## src/common/ora_pkg.sv

```systemverilog
package ora_pkg;
    localparam int ORA_AW = 12;
    localparam logic [11:0] ORA_CTRL_OFF = 12'h000;
    localparam logic [11:0] ORA_SRC_CFG_OFF = 12'h004;
    localparam logic [11:0] ORA_SRC_ORG_OFF = 12'h008;
    localparam logic [11:0] ORA_DST_CFG_OFF = 12'h00c;
    localparam logic [11:0] ORA_SWZ_OFF = 12'h010;
    localparam logic [11:0] ORA_ARF_OFF = 12'h020;
    localparam logic [11:0] ORA_STAT_OFF = 12'h060;
    localparam logic [11:0] ORA_CHEN_OFF = 12'h064;
    localparam logic [11:0] ORA_ADDR_OFF = 12'h100;
    localparam logic [31:0] ORA_REG_RST = 32'h0000_0000;
    localparam logic [15:0] ORA_ARF_RST = 16'h0000;
    localparam logic [7:0] ORA_SWZ_RST = 8'he4;
    localparam int SC_T0 = 0;
    localparam int SC_T1 = 4;
    localparam int SC_IMM = 8;
    localparam int SC_CH = 9;
    localparam int SC_W = 12;
    localparam int SC_HS = 15;
    localparam int SC_VS = 17;
    localparam int SC_IND = 21;
    localparam int SC_A16 = 22;
    localparam int SC_OP = 23;
    localparam int SC_TWO = 25;
    localparam int SO_REG = 0;
    localparam int SO_SUB = 11;
    localparam int SO_ARF = 16;
    localparam int DC_T = 0;
    localparam int DC_HS = 4;
    localparam int DC_MASK = 6;
    localparam int DC_REG = 10;
    localparam int DC_SUB = 21;
    localparam int ST_BUSY = 0;
    localparam int ST_DONE = 1;
    localparam int ST_ILL = 2;
    localparam int ST_EX = 3;
    // address register entry: register index above, byte subregister below
    localparam int AE_REG_LSB = 5;
    localparam int ORA_GRF_LOG = 5;
    localparam int ORA_MAX_BYTES_LOG = 6;
    localparam int ORA_A16_ROW_LOG = 2;
    localparam logic [3:0] TY_UB = 4'h0;
    localparam logic [3:0] TY_HF = 4'h8;
    localparam logic [3:0] TY_F = 4'h9;
    localparam logic [3:0] TY_DF = 4'ha;
    localparam logic [3:0] TY_VF = 4'hb;
    localparam logic [3:0] ORA_VS_IND = 4'hf;
    localparam logic [3:0] ORA_VS_MAX = 4'h6;
    localparam logic [1:0] OP_OTHER = 2'h0;
    localparam logic [1:0] OP_RAW = 2'h1;
    localparam logic [1:0] OP_SEL = 2'h2;
    localparam logic [1:0] OP_IEEE = 2'h3;
    localparam logic [2:0] EX_W = 3'h0;
    localparam logic [2:0] EX_D = 3'h1;
    localparam logic [2:0] EX_Q = 3'h2;
    localparam logic [2:0] EX_F = 3'h3;
    localparam logic [2:0] EX_DF = 3'h4;
    localparam logic [2:0] EX_HF = 3'h5;

    typedef enum logic [1:0] {
        ORA_IDLE = 2'b00,
        ORA_CHECK = 2'b01,
        ORA_RUN = 2'b11
    } ora_state_t;

    // log2 of element size in bytes; integer codes 0..7 pair as ub/b, uw/w, ud/d, uq/q
    function automatic logic [1:0] ora_esz(input logic [3:0] t);
        if (t == TY_HF)
            return 2'h1;
        if (t == TY_F || t == TY_VF)
            return 2'h2;
        if (t == TY_DF)
            return 2'h3;
        return t[2:1];
    endfunction

    function automatic logic ora_is_fp(input logic [3:0] t);
        return t[3];
    endfunction

    // step code: 0 gives 0, k gives 2**(k-1)
    function automatic logic [5:0] ora_step(input logic [3:0] c);
        if (c == 4'h0)
            return 6'h00;
        return 6'h01 << (c - 4'h1);
    endfunction
endpackage

```

## src/rtl/ora_agen.sv

```systemverilog
`timescale 1ns/1ps
module ora_agen #(
    parameter int AI = 4,
    parameter int CI = 5
) (
    input wire logic mclk_i,
    input wire logic rst_i,
    input wire logic start_i,
    input wire logic [2:0] ch_log_i,
    input wire logic [2:0] w_log_i,
    input wire logic [5:0] hs_i,
    input wire logic [5:0] vs_i,
    input wire logic [5:0] dhs_i,
    input wire logic [1:0] esz_i,
    input wire logic [1:0] desz_i,
    input wire logic ind_i,
    input wire logic per_row_i,
    input wire logic a16_i,
    input wire logic [7:0] swz_i,
    input wire logic [15:0] sorg_i,
    input wire logic [15:0] dorg_i,
    input wire logic [AI-1:0] arf_base_i,
    input wire logic [15:0] arf_entry_i,
    output logic [AI-1:0] arf_idx_o,
    output logic valid_o,
    output logic done_o,
    output logic err_o,
    output logic [CI-1:0] ch_o,
    output logic [15:0] src_o,
    output logic [15:0] dst_o
);
    import ora_pkg::*;

    logic run_reg, run_next;
    logic [CI-1:0] ch_reg, ch_next;
    logic [10:0] first_reg, first_next, dfst_reg, dfst_next, row_reg, row_next;

    always_comb
    begin
        logic [CI-1:0] y;
        logic [CI-1:0] x;
        logic [CI-1:0] xe;
        logic [15:0] org;
        logic [15:0] row;
        logic [15:0] s_end;
        logic [15:0] d_end;
        logic bad;
        logic last;
        y = ch_reg >> w_log_i;
        x = ch_reg & CI'((1 << w_log_i) - 1);
        // swizzle picks the element within each group of four
        xe = a16_i ? CI'(swz_i[2 * x[1:0] +: 2]) : x;
        arf_idx_o = per_row_i ? arf_base_i + AI'(y) : arf_base_i;
        org = ind_i ? {arf_entry_i[15:AE_REG_LSB], arf_entry_i[AE_REG_LSB-1:0]} : sorg_i;
        row = per_row_i ? org : org + ((16'(y) * 16'(vs_i)) << esz_i);
        src_o = row + ((16'(xe) * 16'(hs_i)) << esz_i);
        dst_o = dorg_i + ((16'(ch_reg) * 16'(dhs_i)) << desz_i);
        s_end = src_o + ((16'h0001 << esz_i) - 16'h0001);
        d_end = dst_o + ((16'h0001 << desz_i) - 16'h0001);
        first_next = (ch_reg == '0) ? src_o[15:ORA_GRF_LOG] : first_reg;
        dfst_next = (ch_reg == '0) ? dst_o[15:ORA_GRF_LOG] : dfst_reg;
        row_next = (x == '0) ? src_o[15:ORA_GRF_LOG] : row_reg;
        bad = s_end[15:ORA_GRF_LOG] != row_next;
        if (!ind_i && (s_end[15:ORA_GRF_LOG] - first_next > 11'h001
            || d_end[15:ORA_GRF_LOG] - dfst_next > 11'h001))
            bad = 1'b1;
        if (a16_i && x == '0 && row[3:0] != 4'h0)
            bad = 1'b1;
        last = ch_reg == CI'((1 << ch_log_i) - 1);
        valid_o = run_reg & ~bad;
        err_o = run_reg & bad;
        done_o = run_reg & ~bad & last;
        ch_o = ch_reg;
        run_next = run_reg;
        ch_next = ch_reg;
        if (start_i)
        begin
            run_next = 1'b1;
            ch_next = '0;
        end
        else if (run_reg)
        begin
            run_next = ~(bad | last);
            ch_next = ch_reg + CI'(1);
        end
    end

    always_ff @(posedge mclk_i or posedge rst_i)
    begin
        if (rst_i)
        begin
            run_reg <= 1'b0;
            ch_reg <= '0;
            first_reg <= '0;
            dfst_reg <= '0;
            row_reg <= '0;
        end
        else
        begin
            run_reg <= run_next;
            ch_reg <= ch_next;
            first_reg <= first_next;
            dfst_reg <= dfst_next;
            row_reg <= row_next;
        end
    end
endmodule

```

## src/rtl/ora_exec.sv

```systemverilog
`timescale 1ns/1ps
module ora_exec (
    input wire logic [3:0] t0_i,
    input wire logic [3:0] t1_i,
    input wire logic two_i,
    input wire logic imm_i,
    output logic [2:0] ex_type_o,
    output logic [1:0] ex_size_o,
    output logic mix_err_o
);
    import ora_pkg::*;

    always_comb
    begin
        logic f0;
        logic f1;
        logic [1:0] w;
        f0 = ora_is_fp(t0_i);
        f1 = ora_is_fp(t1_i);
        w = ora_esz(t0_i);
        mix_err_o = 1'b0;
        if (two_i && f0 != f1)
            mix_err_o = 1'b1;
        if (two_i && f0 && f1 && t0_i != t1_i
            && !(t0_i == TY_F && t1_i == TY_VF && imm_i))
            mix_err_o = 1'b1;
        if (f0)
        begin
            ex_type_o = (t0_i == TY_HF) ? EX_HF : (t0_i == TY_DF) ? EX_DF : EX_F;
            ex_size_o = ora_esz(t0_i);
        end
        else
        begin
            if (two_i && ora_esz(t1_i) > w)
                w = ora_esz(t1_i);
            if (w == 2'h0)
                w = 2'h1;
            ex_type_o = (w == 2'h1) ? EX_W : (w == 2'h2) ? EX_D : EX_Q;
            ex_size_o = w;
        end
    end
endmodule

```

## src/rtl/ora_region_core.sv

```systemverilog
`timescale 1ns/1ps
// Contract
// - one-origin indirect: entry gives origin only
// - per-row: consecutive entries, count is channels/width
// - entry bits 15:5 register, 4:0 byte
// - vertical step code 0xF selects per-row
// - width one: one entry per channel
// - aligned mode: 16-byte origins, four-element rows
// - aligned mode: swizzle and mask per four
// - element mode: no swizzle, no mask
// - six execution types only
// - integer: signed, word minimum, widest source
// - byte destination at byte zero or one
// - row-major byte addresses from origin and steps
// - destination is one-dimensional, channel count long
module ora_region_core #(
    parameter int ARF_ENTRIES = 16,
    parameter int MAX_CH = 32
) (
    input wire logic mclk_i,
    input wire logic rst_i,
    input wire logic psel_i,
    input wire logic penable_i,
    input wire logic pwrite_i,
    input wire logic [ora_pkg::ORA_AW-1:0] paddr_i,
    input wire logic [31:0] pwdata_i,
    output logic [31:0] prdata_o,
    output logic pready_o,
    output logic pslverr_o,
    output logic busy_o,
    output logic done_o,
    output logic illegal_o
);
    import ora_pkg::*;

    localparam int AI = $clog2(ARF_ENTRIES);
    localparam int CI = $clog2(MAX_CH);

    if (ARF_ENTRIES != (1 << AI) || AI < 1 || AI > 16
        || MAX_CH != (1 << CI) || CI < 2 || CI > 6)
    begin : g_size_chk
        $error("ora_region_core: unsupported size parameters");
    end

    ora_state_t state_reg, state_next;
    logic [31:0] scfg_reg, scfg_next, sorg_reg, sorg_next, dcfg_reg, dcfg_next;
    logic [7:0] swz_reg, swz_next;
    logic [15:0] arf_reg [ARF_ENTRIES];
    logic [15:0] arf_next [ARF_ENTRIES];
    logic [31:0] mem [MAX_CH];
    logic [MAX_CH-1:0] chen_reg, chen_next;
    logic done_reg, done_next, ill_reg, ill_next;
    logic [2:0] ex_reg, ex_next;
    logic [31:0] rd_reg, rd_next;
    logic err_reg, err_next;

    logic [3:0] t0, t1, dt, vs_c;
    logic [2:0] ch_log, w_log;
    logic [1:0] op, esz0, esz1, dsz, xsz, msz;
    logic [5:0] hs, vs, dhs;
    logic [3:0] dmask;
    logic two, imm, ind, a16, per_row, x_mix, bad;
    logic [2:0] x_type;
    logic [15:0] sorg, dorg, dmis;

    logic setup, wr, idle, start, in_arf, in_mem, hit, ro;
    logic [AI-1:0] arf_wi;
    logic [CI-1:0] mem_ri;

    logic g_start, g_valid, g_done, g_err;
    logic [AI-1:0] g_arf_idx;
    logic [CI-1:0] g_ch;
    logic [15:0] g_src, g_dst;

    assign t0 = scfg_reg[SC_T0 +: 4];
    assign t1 = scfg_reg[SC_T1 +: 4];
    assign imm = scfg_reg[SC_IMM];
    assign ch_log = scfg_reg[SC_CH +: 3];
    assign w_log = scfg_reg[SC_W +: 3];
    assign hs = ora_step({2'b00, scfg_reg[SC_HS +: 2]});
    assign vs_c = scfg_reg[SC_VS +: 4];
    assign vs = ora_step(vs_c);
    assign ind = scfg_reg[SC_IND];
    assign a16 = scfg_reg[SC_A16];
    assign op = scfg_reg[SC_OP +: 2];
    assign two = scfg_reg[SC_TWO];
    assign dt = dcfg_reg[DC_T +: 4];
    assign dhs = ora_step({2'b00, dcfg_reg[DC_HS +: 2]});
    assign dmask = dcfg_reg[DC_MASK +: 4];
    assign per_row = vs_c == ORA_VS_IND;
    assign esz0 = ora_esz(t0);
    assign esz1 = ora_esz(t1);
    assign dsz = ora_esz(dt);
    assign sorg = {sorg_reg[SO_REG +: 11], 5'h00} + (16'(sorg_reg[SO_SUB +: 5]) << esz0);
    assign dorg = {dcfg_reg[DC_REG +: 11], 5'h00} + (16'(dcfg_reg[DC_SUB +: 5]) << dsz);
    assign dmis = dorg & ((16'h0001 << xsz) - 16'h0001);

    ora_exec u_exec (
        .t0_i(t0),
        .t1_i(t1),
        .two_i(two),
        .imm_i(imm),
        .ex_type_o(x_type),
        .ex_size_o(xsz),
        .mix_err_o(x_mix)
    );

    ora_agen #(
        .AI(AI),
        .CI(CI)
    ) u_agen (
        .mclk_i(mclk_i),
        .rst_i(rst_i),
        .start_i(g_start),
        .ch_log_i(ch_log),
        .w_log_i(w_log),
        .hs_i(hs),
        .vs_i(vs),
        .dhs_i(dhs),
        .esz_i(esz0),
        .desz_i(dsz),
        .ind_i(ind),
        .per_row_i(per_row),
        .a16_i(a16),
        .swz_i(swz_reg),
        .sorg_i(sorg),
        .dorg_i(dorg),
        .arf_base_i(sorg_reg[SO_ARF +: AI]),
        .arf_entry_i(arf_reg[g_arf_idx]),
        .arf_idx_o(g_arf_idx),
        .valid_o(g_valid),
        .done_o(g_done),
        .err_o(g_err),
        .ch_o(g_ch),
        .src_o(g_src),
        .dst_o(g_dst)
    );

    always_comb
    begin
        msz = (two && esz1 > esz0) ? esz1 : esz0;
        if (dsz > msz)
            msz = dsz;
        bad = 1'b0;
        if (a16 && op != OP_IEEE)
            bad = 1'b1;
        if (a16 && (w_log != 3'(ORA_A16_ROW_LOG) || dorg[3:0] != 4'h0
            || (!ind && sorg[3:0] != 4'h0)))
            bad = 1'b1;
        if (x_mix)
            bad = 1'b1;
        if ({1'b0, ch_log} + {2'b00, msz} > 4'(ORA_MAX_BYTES_LOG) || ch_log > 3'(CI))
            bad = 1'b1;
        if (xsz > dsz && dhs != (6'h01 << (xsz - dsz)))
            bad = 1'b1;
        if (xsz > dsz && dmis != 16'h0000 && !(dsz == 2'h0 && dmis == 16'h0001))
            bad = 1'b1;
        if (w_log > ch_log)
            bad = 1'b1;
        if (!per_row && w_log == ch_log && hs != 6'h00 && vs != (hs << w_log))
            bad = 1'b1;
        if (w_log == 3'h0 && hs != 6'h00)
            bad = 1'b1;
        if (!per_row && ch_log == 3'h0 && w_log == 3'h0 && vs != 6'h00)
            bad = 1'b1;
        if (!per_row && vs == 6'h00 && hs == 6'h00 && w_log != 3'h0)
            bad = 1'b1;
        if (dhs == 6'h00)
            bad = 1'b1;
        if (dsz == 2'h0 && dhs == 6'h01 && op != OP_RAW)
            bad = 1'b1;
        if (vs_c > ORA_VS_MAX && !per_row)
            bad = 1'b1;
        if (per_row && (!ind || (w_log <= ch_log && ch_log - w_log > 3'(AI))))
            bad = 1'b1;
    end

    always_comb
    begin
        setup = psel_i & ~penable_i;
        wr = psel_i & penable_i & pwrite_i;
        idle = state_reg == ORA_IDLE;
        start = wr && idle && paddr_i == ORA_CTRL_OFF && pwdata_i[0];
        in_arf = paddr_i >= ORA_ARF_OFF && paddr_i < ORA_ARF_OFF + 12'(ARF_ENTRIES * 4);
        in_mem = paddr_i >= ORA_ADDR_OFF && paddr_i < ORA_ADDR_OFF + 12'(MAX_CH * 4);
        arf_wi = AI'((paddr_i - ORA_ARF_OFF) >> 2);
        mem_ri = CI'((paddr_i - ORA_ADDR_OFF) >> 2);
        ro = in_mem || paddr_i == ORA_STAT_OFF || paddr_i == ORA_CHEN_OFF;
        hit = paddr_i[1:0] == 2'b00 && (in_arf || ro || paddr_i == ORA_CTRL_OFF
            || paddr_i == ORA_SRC_CFG_OFF || paddr_i == ORA_SRC_ORG_OFF
            || paddr_i == ORA_DST_CFG_OFF || paddr_i == ORA_SWZ_OFF);
        rd_next = rd_reg;
        err_next = err_reg;
        if (setup)
        begin
            err_next = ~hit | (pwrite_i & ro);
            rd_next = 32'h0000_0000;
            if (hit && !pwrite_i)
            begin
                if (in_arf)
                    rd_next = {16'h0000, arf_reg[arf_wi]};
                else if (in_mem)
                    rd_next = mem[mem_ri];
                else
                begin
                    unique case (paddr_i)
                        ORA_SRC_CFG_OFF: rd_next = scfg_reg;
                        ORA_SRC_ORG_OFF: rd_next = sorg_reg;
                        ORA_DST_CFG_OFF: rd_next = dcfg_reg;
                        ORA_SWZ_OFF: rd_next = {24'h00_0000, swz_reg};
                        ORA_STAT_OFF: rd_next = 32'({ex_reg, ill_reg, done_reg, ~idle});
                        ORA_CHEN_OFF: rd_next = 32'(chen_reg);
                        default: rd_next = 32'h0000_0000;
                    endcase
                end
            end
        end
    end

    always_comb
    begin
        scfg_next = scfg_reg;
        sorg_next = sorg_reg;
        dcfg_next = dcfg_reg;
        swz_next = swz_reg;
        arf_next = arf_reg;
        if (wr && idle && paddr_i[1:0] == 2'b00)
        begin
            if (paddr_i == ORA_SRC_CFG_OFF)
                scfg_next = pwdata_i;
            if (paddr_i == ORA_SRC_ORG_OFF)
                sorg_next = pwdata_i;
            if (paddr_i == ORA_DST_CFG_OFF)
                dcfg_next = pwdata_i;
            if (paddr_i == ORA_SWZ_OFF)
                swz_next = pwdata_i[7:0];
            if (in_arf)
                arf_next[arf_wi] = pwdata_i[15:0];
        end
    end

    always_comb
    begin
        state_next = state_reg;
        done_next = done_reg;
        ill_next = ill_reg;
        ex_next = ex_reg;
        chen_next = chen_reg;
        g_start = 1'b0;
        unique case (state_reg)
            ORA_IDLE:
            begin
                if (start)
                begin
                    state_next = ORA_CHECK;
                    done_next = 1'b0;
                    ill_next = 1'b0;
                    chen_next = '0;
                end
            end
            ORA_CHECK:
            begin
                ex_next = x_type;
                if (bad)
                begin
                    ill_next = 1'b1;
                    state_next = ORA_IDLE;
                end
                else
                begin
                    g_start = 1'b1;
                    state_next = ORA_RUN;
                end
            end
            ORA_RUN:
            begin
                if (g_valid)
                    chen_next[g_ch] = ~a16 | dmask[g_ch[1:0]];
                if (g_err)
                begin
                    ill_next = 1'b1;
                    chen_next = '0;
                    state_next = ORA_IDLE;
                end
                else if (g_done)
                begin
                    done_next = 1'b1;
                    state_next = ORA_IDLE;
                end
            end
            default:
            begin
                state_next = ORA_IDLE;
            end
        endcase
    end

    always_ff @(posedge mclk_i)
    begin
        if (g_valid)
            mem[g_ch] <= {g_dst, g_src};
    end

    always_ff @(posedge mclk_i or posedge rst_i)
    begin
        if (rst_i)
        begin
            state_reg <= ORA_IDLE;
            scfg_reg <= ORA_REG_RST;
            sorg_reg <= ORA_REG_RST;
            dcfg_reg <= ORA_REG_RST;
            swz_reg <= ORA_SWZ_RST;
            for (int i = 0; i < ARF_ENTRIES; i++)
                arf_reg[i] <= ORA_ARF_RST;
            chen_reg <= '0;
            done_reg <= 1'b0;
            ill_reg <= 1'b0;
            ex_reg <= EX_W;
            rd_reg <= ORA_REG_RST;
            err_reg <= 1'b0;
        end
        else
        begin
            state_reg <= state_next;
            scfg_reg <= scfg_next;
            sorg_reg <= sorg_next;
            dcfg_reg <= dcfg_next;
            swz_reg <= swz_next;
            arf_reg <= arf_next;
            chen_reg <= chen_next;
            done_reg <= done_next;
            ill_reg <= ill_next;
            ex_reg <= ex_next;
            rd_reg <= rd_next;
            err_reg <= err_next;
        end
    end

    assign prdata_o = rd_reg;
    assign pready_o = 1'b1;
    assign pslverr_o = err_reg & psel_i & penable_i;
    assign busy_o = state_reg != ORA_IDLE;
    assign done_o = done_reg;
    assign illegal_o = ill_reg;
endmodule

```

## config.mk

```make
export PLATFORM = sky130hd
export DESIGN_NAME = ora_region_core
export DESIGN_NICKNAME = d
export VERILOG_FILES = /design/src/common/ora_pkg.sv /design/src/rtl/ora_agen.sv /design/src/rtl/ora_exec.sv /design/src/rtl/ora_region_core.sv
export SDC_FILE = /design/constraint.sdc
export NUM_CORES = 2
export LEC_CHECK = 0
export BUFFER_PORTS_ARGS = -buffer_cell sky130_fd_sc_hd__buf_2
export CELL_PAD_IN_SITES_DETAIL_PLACEMENT = 2
export CELL_PAD_IN_SITES_GLOBAL_PLACEMENT = 2
export CORE_MARGIN = 3
export CORE_UTILIZATION = 30
export CTS_CLUSTER_DIAMETER = 80
export CTS_CLUSTER_SIZE = 24
export DETAILED_ROUTE_END_ITERATION = 10
export PLACE_DENSITY_LB_ADDON = 0.1
export SYNTH_ARGS = -nofsm -noshare
export SYNTH_HDL_FRONTEND = slang
export SYNTH_SLANG_ARGS = --single-unit
```

## constraint.sdc

```tcl
create_clock -name mclk_i -period 18.4 [get_ports mclk_i]
set_clock_uncertainty 0.1 [all_clocks]
set_input_delay 1.84 -clock mclk_i [delete_from_list [all_inputs] [get_ports mclk_i]]
set_output_delay 1.84 -clock mclk_i [all_outputs]
set_load 0.05 [all_outputs]
```

==> summary.md <==
| Metric | Value |
|---|---|
| Synthesis Warnings | `0` |
| RSZ-0062 raised after global routing | `false` |
| Kind of end point of the critical path | `register` |
| Largest cells by area after synthesis | `edfxtp_1, dfrtp_1, mux4_2` |
| Final setup vio count | `0` |
| Worst-path clk slew | `90 ps` |
| Yosys reg bits | `1495` |
| Slowest cell on the critical path | `nor2_4` |
| Die Span X | `498 um` |
| Hold Buf Count CTS | `0` |
| Share of cells above drive strength 1 | `27.9%` |
| Postcts setup bufs | `0` |
| Inserted Clock Buffers | `104` |
| Dpl hpwl | `185000 um` |
| Worst Path Required | `18810 ps` |
| Hold slack | `372 ps` |
| MaxCap Viol Count | `0` |
| Seq/Total Area, Yosys | `58.5%` |
| Drt wl/cell | `33.1 um` |
| Min-delay src | `prdata_o[13]` |
| Area delta synth->final | `11.7%` |
| CTS H-tree depth | `3` |
| Fmax | `63.5 MHz` |
| CP Class | `register to register` |
| Yosys cell types | `99` |
| Async S/R FF share, synth | `31.5%` |
| Die Y-Extent | `498 um` |
| Crit-path max FO | `36` |
| Peak supply drop | `81.4 uV` |
| Pre-CTS WS | `2340 ps` |
| 1st-iter DRT viols | `3098` |
| Synthesized area per cell | `15.4 um2` |
| Status | `completed` |
| Starting density of the core | `30.2%` |
| Post-Syn Area | `0.0727 mm2` |
| Pwr Density | `93.7 mW/mm2` |
| Setup TNS | `0 ps` |
| Core area | `0.241 mm2` |
| Clock share of power | `33.0%` |
| CP startpoint | `scfg_reg[13]` |
| Vias in the first global route | `46911` |
| Critical path arrival | `16160 ps` |
| Final hold violations | `0` |
| Period utilization | `85.6%` |
| Top_reg_cell synth | `edfxtp_1` |
| Max reg flops | `1024` |
| Combinational share of power | `18.3%` |
| Leak | `30.7 nW` |
| DRC viols | `0` |
| Drt via density | `5.34` |
| Global-route wire length before repair | `382000 um` |
| DRT Wirelength | `267000 um` |
| CTS resizes | `0` |
| Initial antenna violation count | `14` |
| Register share of total power | `48.7%` |
| Reg-to-Reg Start | `scfg_reg[13]` |
| Slew Viols, Final | `0` |
| Min-Delay Path Class | `register to register` |
| Syn Inst Count | `4728` |
| Root Driver | `clkbuf_16` |
| Tmin final | `15750 ps` |
| Total number of vias | `43082` |
| Remaining global-route overflow | `0` |
| Setup ws final | `2650 ps` |
| Post-route ant nets | `0` |
| Pint | `5.29 mW` |
| CTS tree | `done` |
| Die area | `0.248 mm2` |
| Max stage delay on crit path | `1000 ps` |
| Post-synth EDFFs | `1024` |
| Worst relative slew slack | `11.3%` |
| Number of port buffers | `84` |
| I/O Pins | `86` |
| Post-synth top area cell | `edfxtp_1` |
| Pin count of the biggest net entering global routing | `178` |
| Utilization after layout | `33.8%` |
| Clk_lat worst skew | `810 ps` |
| Critical Path Source Type | `register` |
| Global Route Usage Sum | `21.5%` |
| Worst slew pin tran | `1330 ps` |
| Clock Path Buffers | `3` |
| Final layout net count | `5072` |
| Clock Sinks | `1495` |
| Synth top area share | `42.3%` |
| Cell Rows | `180` |
| Drt pass-1 iters | `5` |
| Gp weighted congestion | `0.834` |
| NetSw | `2.32 mW` |
| Switching part of the total power | `30.5%` |
-- final cells by class --
type | count | area, um2
repair buffers | 219 | 1520
clock buffers | 111 | 2650
multi-input cells | 2760 | 28900
inverters | 218 | 826
flip-flops and latches | 1495 | 42500
clock inverters | 71 | 838
diodes | 11 | 27.5
fillers | 24192 | 159000
well taps | 3185 | 3990
-- metal layers --
metal,GRT usage [%],vias up,part of all wire (%)
met5,0,-,0.0045
met4,4.48,2,2.3
met3,1.77,211,2.3
met2,37.8,602,51
met1,28.9,23861,44
li1,-,18406,-
-- worst max-delay path: cells and delay by family, from the launching register on --
kind	cells	cell delay [ps]
simple gates	7	2300
mux	5	1830
xor+xnor	3	460
compound gates	21	5150
buf+inv	8	2470
fa+ha+maj	6	2430
flops	1	680
-- cells in the final DEF (no fill, tap or decap), drive strengths merged, types with 19 or more instances in the layout --
master,count
a21o,28
a21oi,151
a221o,37
a22o,27
a22oi,67
and2,25
and3,19
buf,219
clkbuf,111
clkinv,37
conb,31
dfrtp,467
edfxtp,1024
fa,47
ha,178
inv,245
mux2,384
mux2i,118
mux4,457
nand2,269
nand2b,31
nand3,77
nor2,195
nor2b,20
nor3,47
o21a,32
o21ai,133
xnor2,77
xor2,50
-- cell usage after synthesis, drive strengths merged, types with 81 or more instances --
master,number
mux2,384
buf,81
nor2,195
dfrtp,467
nand2,269
a21oi,151
clkbuf,203
ha,178
inv,216
edfxtp,1024
mux2i,118
o21ai,133
mux4,457
-- per-stage QoR --
stage,instance area (um2),total power [mW],instances
after floorplan,72800,4.69,4757
after detailed placement,77700,5.19,7877
after global placement,77700,5.17,7877
after global routing,81200,7.96,8063
after CTS,81200,7.73,8059
final,81300,7.62,8070
-- power by group through the flow --
stage          Combinational [mW]  Clock (mW)  Sequential (mW)
6_report                     1.39        2.52             3.71
3_3_place_gp                 1.39           0             3.78
2_1_floorplan               0.913           0             3.78
3_5_place_dp                 1.41           0             3.78
5_1_grt                      1.53        2.72             3.71
4_1_cts                      1.41        2.60             3.71
-- logic make-up (layout without fill, tap and decap cells) --
kind of cell,after synthesis,count (layout),share of synthesized area [%]
other,2,42,0.0103
buffers and inverters,502,619,2.67
and+or+nand+nor,770,770,4.94
DFF,1495,1495,58.5
muxes,959,959,21.8
adders and majority gates,227,227,4.39
xor gates and xnor gates,131,131,1.66
AOI/OAI and AO/OA,642,642,6.09
-- path summary, 6_finish.rpt --
kind / endpoint / slack (ps) / cells past startpoint
max: mem[30][9] / 2650 / 50
min: prdata_o[13] / 370 / 2
max reg2reg: mem[30][9] / 2650 / 50
min reg2reg: prdata_o[13] / 370 / 2
max in group asynchronous: sorg_reg[19] / 14180 / 5
min in group asynchronous: arf_reg[60] / 1020 / 2
No activity file was read; power rests on OpenSTA's default activity.
